<file path="config.mk">
export PLATFORM = sky130hd
export DESIGN_NAME = lkes_status
export DESIGN_NICKNAME = d
export VERILOG_FILES = /design/src/include/lkes_pkg.sv /design/src/core/lkes_status.sv /design/src/core/lkes_irq_route.sv
export VERILOG_INCLUDE_DIRS = /design/src /design/src/include
export SDC_FILE = /design/constraint.sdc
export NUM_CORES = 1
export LEC_CHECK = 0
export BUFFER_PORTS_ARGS = -buffer_cell sky130_fd_sc_hd__buf_2
export CAP_MARGIN = 20
export CELL_PAD_IN_SITES_DETAIL_PLACEMENT = 1
export CELL_PAD_IN_SITES_GLOBAL_PLACEMENT = 1
export CORE_MARGIN = 8
export CORE_UTILIZATION = 25
export CTS_BUF_LIST = sky130_fd_sc_hd__clkbuf_16
export CTS_CLUSTER_DIAMETER = 30
export DETAILED_ROUTE_END_ITERATION = 8
export PLACE_DENSITY = 0.72
export SLEW_MARGIN = 20
export SYNTH_ARGS = -nofsm -noshare
export SYNTH_HDL_FRONTEND = slang
export SYNTH_SLANG_ARGS = --single-unit
</file>
<file path="constraint.sdc">
create_clock -name CORE_CLK_I -period 0.97 [get_ports CORE_CLK_I]
set_input_delay 0.194 -clock CORE_CLK_I [delete_from_list [all_inputs] [get_ports CORE_CLK_I]]
set_output_delay 0.194 -clock CORE_CLK_I [all_outputs]
set_load 0.02 [all_outputs]
</file>
<file path="src/include/lkes_defs.svh">
// Constants for the legacy keyboard emulation status block.
// Assumes inclusion by bare name from the include folder.
`ifndef LKES_DEFS_SVH
`define LKES_DEFS_SVH

`define LKES_STATUS_OFFSET   12'h10C
`define LKES_STATUS_RESET    8'h00
`define LKES_FLAG_RESET      1'b0
`define LKES_BYTE_RESET      8'h00
`define LKES_PORT_DATA       8'h60
`define LKES_PORT_CMD        8'h64
`define LKES_BIT_OUT_FULL    0
`define LKES_BIT_IN_FULL     1
`define LKES_BIT_FLAG        2
`define LKES_BIT_CMD_DATA    3
`define LKES_BIT_KEYBOARD_INHIBIT_SWITCH      4
`define LKES_BIT_AUX_FULL    5
`define LKES_BIT_TIMEOUT     6
`define LKES_BIT_PARITY      7

`endif

</file>
<file path="src/include/lkes_pkg.sv">
// Types for the legacy keyboard emulation status block.
// Assumes no surroundings beyond a SystemVerilog compiler.
package lkes_pkg;
   typedef logic [7:0] lkes_byte_t;
endpackage

</file>
<file path="src/core/lkes_status.sv">
// Legacy keyboard controller emulation status word and port side effects.
// Each status flag is its own flop; reserved bits 31:8 are not stored.
// The interrupt line routing sits in a small submodule.
// Assumes I/O cycle strobes and memory register strobes are one-cycle pulses
// synchronous to CORE_CLK_I; control bits come from the emulation control register.
// Operation
// RQ1: port 64h read returns status word
// RQ2: status readable, writable at offset 10Ch
// RQ3: memory access has no side effects
// RQ4: 60h write clears, 64h sets bit 3
// RQ5: port writes set bit 1 except A20
// RQ6: input full and enabled raises interrupt
// RQ7: port 60h read clears bit 0
// RQ8: output empty with pending raises interrupt
// RQ9: pointer line needs aux, full, enable
// RQ10: aux flag selects pointer or keyboard
// RQ11: bit 7 holds parity error
// RQ12: bit 6 holds time-out
// RQ13: bit 4 keyboard inhibit switch
// RQ14: bit 2 software warm/cold flag
// RQ15: port 64h read changes nothing
// RQ16: port 60h read returns output byte
// RQ17: port writes captured into input byte
// RQ18: upper bits zero, reset to zero
// RQ19: port event beats memory write
`timescale 1ns/1ps
`include "lkes_defs.svh"
module lkes_status (
   input  wire logic        CORE_CLK_I,
   input  wire logic        RST_I,
   // Legacy I/O port cycles
   input  wire logic        IO_RD_I,
   input  wire logic        IO_WR_I,
   input  wire logic [7:0]  IO_ADDR_I,
   input  wire logic [7:0]  IO_WDATA_I,
   input  wire logic        IO_A20_SEQ_I,
   output logic      [7:0]  IO_RDATA_O,
   output logic             IO_RVALID_O,
   // Memory-mapped operational register access
   input  wire logic        MEM_RD_I,
   input  wire logic        MEM_WR_I,
   input  wire logic [11:0] MEM_ADDR_I,
   input  wire logic [31:0] MEM_WDATA_I,
   output logic      [31:0] MEM_RDATA_O,
   // Emulation control bits and data registers
   input  wire logic        EMUL_EN_I,
   input  wire logic        LEGACY_IRQ_ENABLE_I,
   input  wire logic        CHAR_PENDING_I,
   input  wire logic [7:0]  LEGACY_OUTPUT_BYTE_I,
   output logic      [7:0]  LEGACY_INPUT_BYTE_O,
   output logic             LEGACY_INPUT_WE_O,
   // Interrupt outputs and status word
   output logic             EMUL_IRQ_O,
   output logic             KEYBOARD_IRQ_LINE_O,
   output logic             POINTER_IRQ_LINE_O,
   output logic      [7:0]  STATUS_O
);
   // Status word and per-flag parts
   lkes_pkg::lkes_byte_t status_q;
   lkes_pkg::lkes_byte_t mem_merged;
   logic                 out_full_d;
   logic                 in_full_d;
   logic                 flag_d;
   logic                 cmd_data_d;
   logic                 keyboard_inhibit_switch_d;
   logic                 aux_full_d;
   logic                 timeout_d;
   logic                 parity_d;
   logic                 out_full_q;
   logic                 in_full_q;
   logic                 flag_q;
   logic                 cmd_data_q;
   logic                 keyboard_inhibit_switch_q;
   logic                 aux_full_q;
   logic                 timeout_q;
   logic                 parity_q;

   // Port write capture and port and memory read paths
   lkes_pkg::lkes_byte_t in_byte_q;
   lkes_pkg::lkes_byte_t io_rdata_q;
   lkes_pkg::lkes_byte_t io_rdata_d;
   logic                 io_rvalid_q;
   logic                 in_we_q;
   logic [31:0]          mem_rdata_q;
   logic [31:0]          mem_rdata_d;

   // Emulation interrupt conditions
   logic                 emul_irq_q;
   logic                 irq_in_full;
   logic                 irq_out_empty;

   wire hit_data   = (IO_ADDR_I == `LKES_PORT_DATA);
   wire hit_cmd    = (IO_ADDR_I == `LKES_PORT_CMD);
   wire port_wr    = IO_WR_I & EMUL_EN_I & (hit_data | hit_cmd);
   wire wr_data    = port_wr & hit_data;
   wire wr_cmd     = port_wr & hit_cmd;
   wire rd_data    = IO_RD_I & EMUL_EN_I & hit_data;
   wire rd_cmd     = IO_RD_I & EMUL_EN_I & hit_cmd;
   // RQ2: status offset decode
   wire mem_hit    = (MEM_ADDR_I == `LKES_STATUS_OFFSET);
   wire mem_wr_hit = MEM_WR_I & mem_hit;
   wire mem_rd_hit = MEM_RD_I & mem_hit;

   // RQ3: memory write stores value only
   assign mem_merged = mem_wr_hit ? MEM_WDATA_I[7:0] : status_q;

   // RQ15: 64h read sets and clears nothing
   wire set_cmd_data = wr_cmd;
   wire clr_cmd_data = wr_data;
   wire set_in_full  = port_wr & ~IO_A20_SEQ_I;
   wire clr_out_full = rd_data;

   // RQ19: port effects override memory write
   // RQ7: output full cleared
   assign out_full_d = clr_out_full ? 1'b0 : mem_merged[`LKES_BIT_OUT_FULL];

   // RQ5: input full set except A20
   assign in_full_d  = set_in_full ? 1'b1 : mem_merged[`LKES_BIT_IN_FULL];

   // RQ14: flag stored only
   assign flag_d     = mem_merged[`LKES_BIT_FLAG];

   // RQ4: command versus data
   assign cmd_data_d = set_cmd_data | (~clr_cmd_data & mem_merged[`LKES_BIT_CMD_DATA]);

   // RQ13: inhibit switch stored
   assign keyboard_inhibit_switch_d   = mem_merged[`LKES_BIT_KEYBOARD_INHIBIT_SWITCH];

   // Auxiliary output full stored
   assign aux_full_d = mem_merged[`LKES_BIT_AUX_FULL];

   // RQ12: time-out stored
   assign timeout_d  = mem_merged[`LKES_BIT_TIMEOUT];

   // RQ11: parity error stored
   assign parity_d   = mem_merged[`LKES_BIT_PARITY];

   // One flop per status flag
   // RQ7: output full flag
   always_ff @(posedge CORE_CLK_I or posedge RST_I) begin
      if (RST_I) begin
         out_full_q <= `LKES_FLAG_RESET;
      end else begin
         out_full_q <= out_full_d;
      end
   end

   // RQ5: input full flag
   always_ff @(posedge CORE_CLK_I or posedge RST_I) begin
      if (RST_I) begin
         in_full_q <= `LKES_FLAG_RESET;
      end else begin
         in_full_q <= in_full_d;
      end
   end

   // RQ14: software flag
   always_ff @(posedge CORE_CLK_I or posedge RST_I) begin
      if (RST_I) begin
         flag_q <= `LKES_FLAG_RESET;
      end else begin
         flag_q <= flag_d;
      end
   end

   // RQ4: command versus data flag
   always_ff @(posedge CORE_CLK_I or posedge RST_I) begin
      if (RST_I) begin
         cmd_data_q <= `LKES_FLAG_RESET;
      end else begin
         cmd_data_q <= cmd_data_d;
      end
   end

   // RQ13: inhibit switch flag
   always_ff @(posedge CORE_CLK_I or posedge RST_I) begin
      if (RST_I) begin
         keyboard_inhibit_switch_q <= `LKES_FLAG_RESET;
      end else begin
         keyboard_inhibit_switch_q <= keyboard_inhibit_switch_d;
      end
   end

   // RQ9: auxiliary output full flag
   always_ff @(posedge CORE_CLK_I or posedge RST_I) begin
      if (RST_I) begin
         aux_full_q <= `LKES_FLAG_RESET;
      end else begin
         aux_full_q <= aux_full_d;
      end
   end

   // RQ12: time-out flag
   always_ff @(posedge CORE_CLK_I or posedge RST_I) begin
      if (RST_I) begin
         timeout_q <= `LKES_FLAG_RESET;
      end else begin
         timeout_q <= timeout_d;
      end
   end

   // RQ11: parity error flag
   always_ff @(posedge CORE_CLK_I or posedge RST_I) begin
      if (RST_I) begin
         parity_q <= `LKES_FLAG_RESET;
      end else begin
         parity_q <= parity_d;
      end
   end

   // RQ18: upper bits absent, flags reset zero
   assign status_q = {parity_q, timeout_q, aux_full_q, keyboard_inhibit_switch_q,
                      cmd_data_q, flag_q, in_full_q, out_full_q};

   // RQ17: capture port write data
   always_ff @(posedge CORE_CLK_I or posedge RST_I) begin
      if (RST_I) begin
         in_byte_q <= `LKES_BYTE_RESET;
      end else if (port_wr) begin
         in_byte_q <= IO_WDATA_I;
      end
   end

   // Input register write pulse
   always_ff @(posedge CORE_CLK_I or posedge RST_I) begin
      if (RST_I) begin
         in_we_q <= `LKES_FLAG_RESET;
      end else begin
         in_we_q <= port_wr;
      end
   end

   // Accepted port read
   wire rd_any = rd_cmd | rd_data;
   // RQ1: port 64h returns status
   // RQ16: port 60h returns output byte
   assign io_rdata_d = rd_cmd ? status_q : LEGACY_OUTPUT_BYTE_I;

   always_ff @(posedge CORE_CLK_I or posedge RST_I) begin
      if (RST_I) begin
         io_rdata_q <= `LKES_BYTE_RESET;
      end else if (rd_any) begin
         io_rdata_q <= io_rdata_d;
      end
   end

   // Read valid pulse
   always_ff @(posedge CORE_CLK_I or posedge RST_I) begin
      if (RST_I) begin
         io_rvalid_q <= `LKES_FLAG_RESET;
      end else begin
         io_rvalid_q <= rd_any;
      end
   end

   // RQ18: upper bits read zero
   wire [31:0] mem_rd_word = {24'h00_0000, status_q};
   assign mem_rdata_d = mem_rd_hit ? mem_rd_word : 32'h0000_0000;

   // RQ2: memory read data held between reads
   always_ff @(posedge CORE_CLK_I or posedge RST_I) begin
      if (RST_I) begin
         mem_rdata_q <= 32'h0000_0000;
      end else if (MEM_RD_I) begin
         mem_rdata_q <= mem_rdata_d;
      end
   end

   // RQ6: input full interrupt
   assign irq_in_full   = status_q[`LKES_BIT_IN_FULL] & EMUL_EN_I;

   // RQ8: output empty interrupt
   assign irq_out_empty = ~status_q[`LKES_BIT_OUT_FULL] & CHAR_PENDING_I;

   // Emulation interrupt condition
   always_ff @(posedge CORE_CLK_I or posedge RST_I) begin
      if (RST_I) begin
         emul_irq_q <= `LKES_FLAG_RESET;
      end else begin
         emul_irq_q <= irq_in_full | irq_out_empty;
      end
   end

   lkes_irq_route u_route (
      .CORE_CLK_I (CORE_CLK_I),
      .RST_I      (RST_I),
      .irq_en_i   (LEGACY_IRQ_ENABLE_I),
      .out_full_i (status_q[`LKES_BIT_OUT_FULL]),
      .aux_full_i (status_q[`LKES_BIT_AUX_FULL]),
      .kbd_irq_o  (KEYBOARD_IRQ_LINE_O),
      .ptr_irq_o  (POINTER_IRQ_LINE_O)
   );

   assign IO_RDATA_O          = io_rdata_q;
   assign IO_RVALID_O         = io_rvalid_q;
   assign MEM_RDATA_O         = mem_rdata_q;
   assign LEGACY_INPUT_BYTE_O = in_byte_q;
   assign LEGACY_INPUT_WE_O   = in_we_q;
   assign EMUL_IRQ_O          = emul_irq_q;
   assign STATUS_O            = status_q;
endmodule // lkes_status

</file>
<file path="src/core/lkes_irq_route.sv">
// Legacy interrupt line routing from status flags.
// Assumes all inputs are flip-flop outputs on the same clock.
`timescale 1ns/1ps
module lkes_irq_route (
   input  wire logic CORE_CLK_I,
   input  wire logic RST_I,
   input  wire logic irq_en_i,
   input  wire logic out_full_i,
   input  wire logic aux_full_i,
   output logic      kbd_irq_o,
   output logic      ptr_irq_o
);
   logic active;
   logic kbd_q;
   logic ptr_q;

   assign active = irq_en_i & out_full_i;

   // RQ9: pointer line select
   // RQ10: keyboard otherwise
   always_ff @(posedge CORE_CLK_I or posedge RST_I) begin
      if (RST_I) begin
         kbd_q <= 1'b0;
         ptr_q <= 1'b0;
      end else begin
         kbd_q <= active & ~aux_full_i;
         ptr_q <= active & aux_full_i;
      end
   end

   assign kbd_irq_o = kbd_q;
   assign ptr_irq_o = ptr_q;
endmodule // lkes_irq_route

</file>
==> impl_metrics.py, run 1 <==
metrics = {
    "outcome": {
        "run_status": "finished, violations left",
        "violations": "setup timing",
    },
    "synth": {
        "synthTopCellsByCount": "sky130_fd_sc_hd__dfrtp_1, sky130_fd_sc_hd__buf_4, sky130_fd_sc_hd__mux2_2",
        "synth_enable_flop_cells": 0,
        "synth_top_area_share_pct": 49.8,
        "ys.flop_type": "sky130_fd_sc_hd__dfrtp_1",
        "syn-cell-area_mm2": 0.00186,
        "postSynth.asyncResetShare_pct": 100,
        "cell_taking_the_most_area_after_synthesis": "sky130_fd_sc_hd__dfrtp_1",
        "ys_types": 30,
        "postSynthCellCount": 151,
        "yosysWarnings": 0,
        "top_cells_by_area_in_the_synthesized_netlist": "sky130_fd_sc_hd__dfrtp_1, sky130_fd_sc_hd__mux2_2, sky130_fd_sc_hd__buf_4, sky130_fd_sc_hd__a31o_2, sky130_fd_sc_hd__nor2b_1",
        "yosysSeqAreaShare_pct": 49.8,
        "yosysMostFrequentCell": "sky130_fd_sc_hd__dfrtp_1",
        "synth_seq_cells": 37,
        "average_instance_area_after_synthesis_um2": 12.3,
    },
    "floorplan": {
        "core_area_mm2": 0.00721,
        "fp.dieW_um": 102,
        "start_util_pct": 25.8,
        "fp.dieH_um": 102,
        "die_area_mm2": 0.0105,
        "placementRows": 31,
        "ports": 139,
    },
    "place": {
        "globalplace.congestion": 0.789,
        "place_hpwl_mm": 4.88,
        "dp_cells": 362,
        "place.port_buffers": 90,
    },
    "timing": {
        "final_hold_slack_ns": 0.151,
        "slew_viol_final": 0,
        "final-hold-violation-count": 0,
        "clock.fmax_mhz": 729,
        "timing.final.ws_setup_ns": -0.402,
        "fin_crit_sh_pct": 141,
        "clock-skew-final_ns": 0.00216,
        "timing.final.setup_violations": 66,
        "rsz_0062_raised_after_global_routing": "yes",
        "finalCriticalPeriod_ns": 1.37,
    },
    "finish": {
        "multi_input_comb_area_um2": 906,
        "fillCellCount": 802,
        "nets": 369,
        "seqCellArea_um2": 926,
        "antenna_cells_inserted": 0,
        "layout-drive-gt1-share_pct": 70.1,
        "syn_to_final_growth_pct": 80.0,
        "stdcell_count": 390,
    },
    "worst_setup_path": {
        "cp_data_required_time_ns": 1.10,
        "path_max_fanout": 3,
        "arrival_ns": 1.51,
        "worst_setup_path_end_kind": "flip-flop",
        "timing.setup.critical_path_class": "input pin to flip-flop",
        "timing.critical_path.from_type": "input pin",
    },
    "power_and_ir_drop": {
        "peakVddDrop_mv": 0.651,
        "power_per_cell_area_mw_per_mm2": 1120,
        "total_leakage_power_uw": 0.00176,
        "overall_power_uw": 3750,
    },
    "global_route": {
        "grt_antenna_before_repair": 0,
        "grt_start_max_net_pins": 38,
        "grt_pass1_wl_mm": 10.4,
        "overflow": 0,
        "grt_pass1_vias": 1989,
        "global_route.usage.total_pct": 13.1,
    },
    "min_path": {
        "holdCritPathClass": "input pin to flip-flop",
    },
    "routing": {
        "total_detailed_routing_wirelength_mm": 6.64,
        "dr.first_iter.drc_count": 9,
        "route.vias.total": 1640,
        "wire_per_inst_um": 17.0,
        "drc": 0,
        "first_pass_iters": 3,
        "viasPerCell": 4.21,
        "route.antenna.remaining_nets": 0,
    },
    "cts": {
        "clock_tree.htree_level_count": 2,
        "cts_buffers": 5,
        "clock_insertion_delay_worst_skew_ns": 0.27,
        "clock_tree_from_tritoncts": "yes",
        "numClockSinks": 37,
        "clk_transition_reported_paths_ns": 0.05,
        "clock-root-buffer": "sky130_fd_sc_hd__clkbuf_16",
        "clock_path_buffers": 2,
    },
    "flow_run": {
        "cap_violations": 0,
    },
}
-- report_power, final --
group,internal [uW],switching (uW),leakage (uW)
Clock,917,552,0.0000685
Combinational,339,330,0.00118
Sequential,1580,26.8,0.000512
Total,2840,909,0.00176
-- cell type report --
class | instances | share of cell area, %
clock inverters | 2 | 0.224
well taps | 99 | 3.70
repair buffers | 144 | 36.9
inverters | 6 | 0.784
flip-flops and latches | 37 | 27.6
clock buffers | 5 | 3.74
multi-input cells | 97 | 27.0
-- logic make-up after synthesis --
logic type | synth area share (%)
AOI/OAI and AO/OA | 6.93
buffers and inverters | 14.7
DFF | 49.8
and+or+nand+nor | 10.8
muxes | 17.6
other | 0.202
-- critical path, cell delays in order --
cell	delay, ns
sky130_fd_sc_hd__buf_6	0.09
sky130_fd_sc_hd__or4_4	0.53
sky130_fd_sc_hd__buf_4	0.17
sky130_fd_sc_hd__o41ai_2	0.37
sky130_fd_sc_hd__a31oi_2	0.15
-- stage by stage --
step | setup TNS [ns] | setup slack (ns) | area [um^2] | util (%)
floorplan | -8.68 | -0.495 | 2050 | -
global placement | -14.65 | -0.605 | 2630 | 36.5
detailed placement | -15.70 | -0.714 | 2630 | 36.5
CTS | -7.38 | -0.361 | 3340 | 46.3
global route | -9.76 | -0.402 | 3350 | 46.4
finish | -7.30 | -0.402 | 3350 | 46.4
-- path summary, 6_finish.rpt --
check                                        from                      to  slack, ns  depth (start not counted)
hold reg to reg            LEGACY_INPUT_BYTE_O[5]  LEGACY_INPUT_BYTE_O[5]       0.53                          1
setup / recovery                    MEM_ADDR_I[6]              cmd_data_q      -0.40                          5
hold / removal                LEGACY_IRQ_ENABLE_I       u_route.kbd_irq_o       0.15                          3
max in group asynchronous                   RST_I       u_route.ptr_irq_o       0.27                          4
min in group asynchronous                   RST_I  LEGACY_INPUT_BYTE_O[0]       0.50                          4
setup reg to reg                       cmd_data_q           IO_RDATA_O[3]      -0.20                          3
-- timing repair --
action                                 in CTS  in global routing
gates resized for setup                   115                  3
hold buffers                                1                  0
setup endpoints to repair                  69                 71
buffers inserted                           18                  1
endpoints found under the hold margin      37                  0
pin swaps                                  12                  4
cloned                                      2                  0
-- routing by layer --
| layer | wire, um | share of wire [%] | track usage [%] |
|---|---|---|---|
| met5 | 0 | 0 | 0 |
| met4 | 73 | 1.1 | 3.39 |
| met3 | 466 | 7.0 | 4.50 |
| met2 | 3780 | 57 | 24.6 |
| met1 | 2330 | 35 | 13.4 |
-- placed cells by master (no fill, tap or decap) --
cell	n
sky130_fd_sc_hd__buf_12	1
sky130_fd_sc_hd__nand4_1	2
sky130_fd_sc_hd__nor2_1	1
sky130_fd_sc_hd__or4bb_4	1
sky130_fd_sc_hd__clkbuf_16	5
sky130_fd_sc_hd__a31o_2	7
sky130_fd_sc_hd__buf_4	31
sky130_fd_sc_hd__and4b_1	1
sky130_fd_sc_hd__nand2_1	3
sky130_fd_sc_hd__buf_2	45
sky130_fd_sc_hd__nor4b_4	2
sky130_fd_sc_hd__nand3_2	1
sky130_fd_sc_hd__o221ai_1	1
sky130_fd_sc_hd__o221a_4	1
sky130_fd_sc_hd__conb_1	24
sky130_fd_sc_hd__nor4_4	1
sky130_fd_sc_hd__nand3_4	2
sky130_fd_sc_hd__inv_1	4
sky130_fd_sc_hd__buf_6	65
sky130_fd_sc_hd__nor2b_1	8
sky130_fd_sc_hd__o21ai_1	1
sky130_fd_sc_hd__nor3_2	1
sky130_fd_sc_hd__or4b_4	1
sky130_fd_sc_hd__clkinv_1	1
sky130_fd_sc_hd__or4_4	2
sky130_fd_sc_hd__a31o_1	1
sky130_fd_sc_hd__and3_1	1
sky130_fd_sc_hd__dlygate4sd3_1	1
sky130_fd_sc_hd__a31oi_2	1
sky130_fd_sc_hd__buf_8	1
sky130_fd_sc_hd__a41o_1	1
sky130_fd_sc_hd__inv_2	2
sky130_fd_sc_hd__mux2_2	26
sky130_fd_sc_hd__clkinvlp_4	1
sky130_fd_sc_hd__o41ai_2	2
sky130_fd_sc_hd__mux2_4	3
sky130_fd_sc_hd__nor4bb_4	2
sky130_fd_sc_hd__dfrtp_1	37
Note: power is estimated with default switching activity, not from simulation.
==> run 2: changes to the inputs <==
Settings changed: CORE_ASPECT_RATIO set to 1.5, CTS_BUF_LIST sky130_fd_sc_hd__clkbuf_16 to sky130_fd_sc_hd__clkbuf_4 sky130_fd_sc_hd__clkbuf_8 sky130_fd_sc_hd__clkbuf_16.
==> run 2 against run 1 <==
Effect of this change: the run still ends with setup timing left; die area increased by 0.55%; worst setup slack better by 0.085 ns; via count increased by 1.7%; clock power is 7% higher; sequential power about the same.
==> impl_metrics.py, run 2 (synthesized netlist as in run 1, its figures left out) <==
metrics = {
    "outcome": {
        "run_status": "finished, violations left",
        "violations": "setup timing",
    },
    "place": {
        "place.port_buffers": 90,
        "place_hpwl_mm": 4.89,
        "dpl_cell_area_mm2": 0.00262,
        "globalplace.congestion": 0.758,
    },
    "timing": {
        "clock-skew-final_ns": 0.00596,
        "fin_crit_sh_pct": 133,
        "timing.final.ws_setup_ns": -0.317,
        "final-hold-violation-count": 0,
        "finalCriticalPeriod_ns": 1.29,
        "rsz_0062_raised_after_global_routing": "yes",
        "slew_viol_final": 0,
        "clock.fmax_mhz": 777,
        "timing.final.setup_violations": 70,
    },
    "flow_run": {
        "cap_violations": 0,
    },
    "cts": {
        "clock-root-buffer": "sky130_fd_sc_hd__clkbuf_8",
        "clock_path_buffers": 2,
        "clock_insertion_delay_worst_skew_ns": 0.28,
        "clk_transition_reported_paths_ns": 0.07,
        "clock_tree_from_tritoncts": "yes",
        "clock_tree.htree_level_count": 2,
        "numClockSinks": 37,
        "cts_buffers": 5,
    },
    "power_and_ir_drop": {
        "overall_power_uw": 3860,
        "p_int_uw": 2940,
        "power_frac_clock_pct": 41.0,
        "netSwitchingFraction_pct": 23.8,
        "combinationalPowerShare_pct": 17.4,
        "power_per_cell_area_mw_per_mm2": 1150,
        "pwr-share-seq_pct": 41.6,
        "total_leakage_power_uw": 0.00177,
        "power_switching_uw": 917,
        "peakVddDrop_mv": 0.692,
    },
    "min_path": {
        "holdCritPathClass": "input pin to flip-flop",
    },
    "finish": {
        "syn_to_final_growth_pct": 80.7,
        "fillCellCount": 818,
        "leading_cell_type_in_the_layout_fill_and_taps_excluded": "sky130_fd_sc_hd__buf_6",
        "finish.utilization_pct": 46.5,
        "top_library_cells_by_usage_in_the_layout_fill_and_taps_aside": "sky130_fd_sc_hd__buf_6, sky130_fd_sc_hd__buf_2, sky130_fd_sc_hd__dfrtp_1",
        "layout-drive-gt1-share_pct": 70.4,
        "nets": 371,
        "fin_area_mm2": 0.00336,
    },
    "routing": {
        "first_pass_iters": 2,
        "drc": 0,
        "route.vias.total": 1668,
        "wire_per_inst_um": 17.1,
        "viasPerCell": 4.22,
        "route.antenna.remaining_nets": 0,
        "total_detailed_routing_wirelength_mm": 6.76,
        "dr.first_iter.drc_count": 43,
    },
    "global_route": {
        "grt_pass1_vias": 2028,
        "grt_antenna_before_repair": 1,
        "overflow": 0,
        "grt_pass1_wl_mm": 10.5,
        "grt_start_max_net_pins": 34,
        "global_route.usage.total_pct": 13.1,
    },
    "floorplan": {
        "fp.dieW_um": 86.4,
        "core_area_mm2": 0.00723,
        "fp.dieH_um": 122,
        "placementRows": 38,
        "die_area_mm2": 0.0105,
        "start_util_pct": 25.7,
        "ports": 139,
    },
    "worst_setup_path": {
        "worst_setup_path_end_kind": "flip-flop",
        "cp_data_required_time_ns": 1.17,
        "timing.setup.critical_path_class": "input pin to flip-flop",
        "path_max_fanout": 3,
        "arrival_ns": 1.49,
        "timing.critical_path.from_type": "input pin",
    },
}
[run 2: final timing paths]
path | startpoint | to | slack (ns) | depth (start not counted)
min | IO_A20_SEQ_I | in_full_q | 0.13 | 2
max | MEM_ADDR_I[6] | cmd_data_q | -0.32 | 4
max in group asynchronous | RST_I | in_full_q | 0.22 | 4
max reg2reg | cmd_data_q | IO_RDATA_O[3] | -0.20 | 3
min reg2reg | LEGACY_INPUT_BYTE_O[1] | LEGACY_INPUT_BYTE_O[1] | 0.53 | 1
min in group asynchronous | RST_I | LEGACY_INPUT_BYTE_O[0] | 0.36 | 3
[run 2: power by group through the flow]
stage	Combinational (uW)	Sequential (uW)	Clock, uW
floorplan	303	1660	0
global placement	519	1620	0
detailed placement	532	1620	0
CTS	651	1600	1640
global route	719	1610	1720
finish	671	1600	1580
[run 2: routing by layer]
layer  share of wire [%]  global-route usage, %  vias to the layer above
li1                    -                      -                      772
met1                  32                   11.5                      828
met2                  60                   26.8                       59
met3                 6.5                   3.98                        9
met4                 1.4                   3.79                        0
met5                   0                      0                        -
[run 2: critical path, cell delays in order]
cell and delay [ns]:
sky130_fd_sc_hd__buf_6 0.09, sky130_fd_sc_hd__or4_4 0.53, sky130_fd_sc_hd__or4_1 0.53, sky130_fd_sc_hd__a31oi_1 0.14
[run 2: cell type report]
| type | instances | area [um^2] | area share [%] |
|---|---|---|---|
| Timing Repair Buffer | 146 | 1270 | 37.7 |
| Sequential cell | 37 | 926 | 27.5 |
| Multi-Input combinational cell | 97 | 881 | 26.2 |
| Tap cell | 100 | 125 | 3.72 |
| Clock buffer | 5 | 68.8 | 2.05 |
| Clock inverter | 3 | 65.1 | 1.94 |
| Inverter | 6 | 26.3 | 0.782 |
| Antenna cell | 1 | 2.50 | 0.0744 |
[run 2: what timing repair did]
item | in CTS | in global routing
endpoints found under the setup margin | 69 | 72
gates resized for setup | 111 | 10
endpoints found under the hold margin | 4 | 0
buffers inserted | 22 | 5
pin swaps | 8 | 8
gates cloned | 2 | 0
hold buffers | 1 | 0
[run 2: through the flow]
step / hold WS (ns) / setup WS (ns) / std cells / setup TNS [ns]
floorplan: 0.154 / -0.495 / 174 / -8.68
detailed placement: 0.115 / -0.669 / 361 / -15.63
global route: 0.122 / -0.370 / 395 / -9.87
finish: 0.133 / -0.317 / 395 / -7.18
CTS: 0.111 / -0.295 / 392 / -7.51
global placement: 0.112 / -0.628 / 361 / -14.99
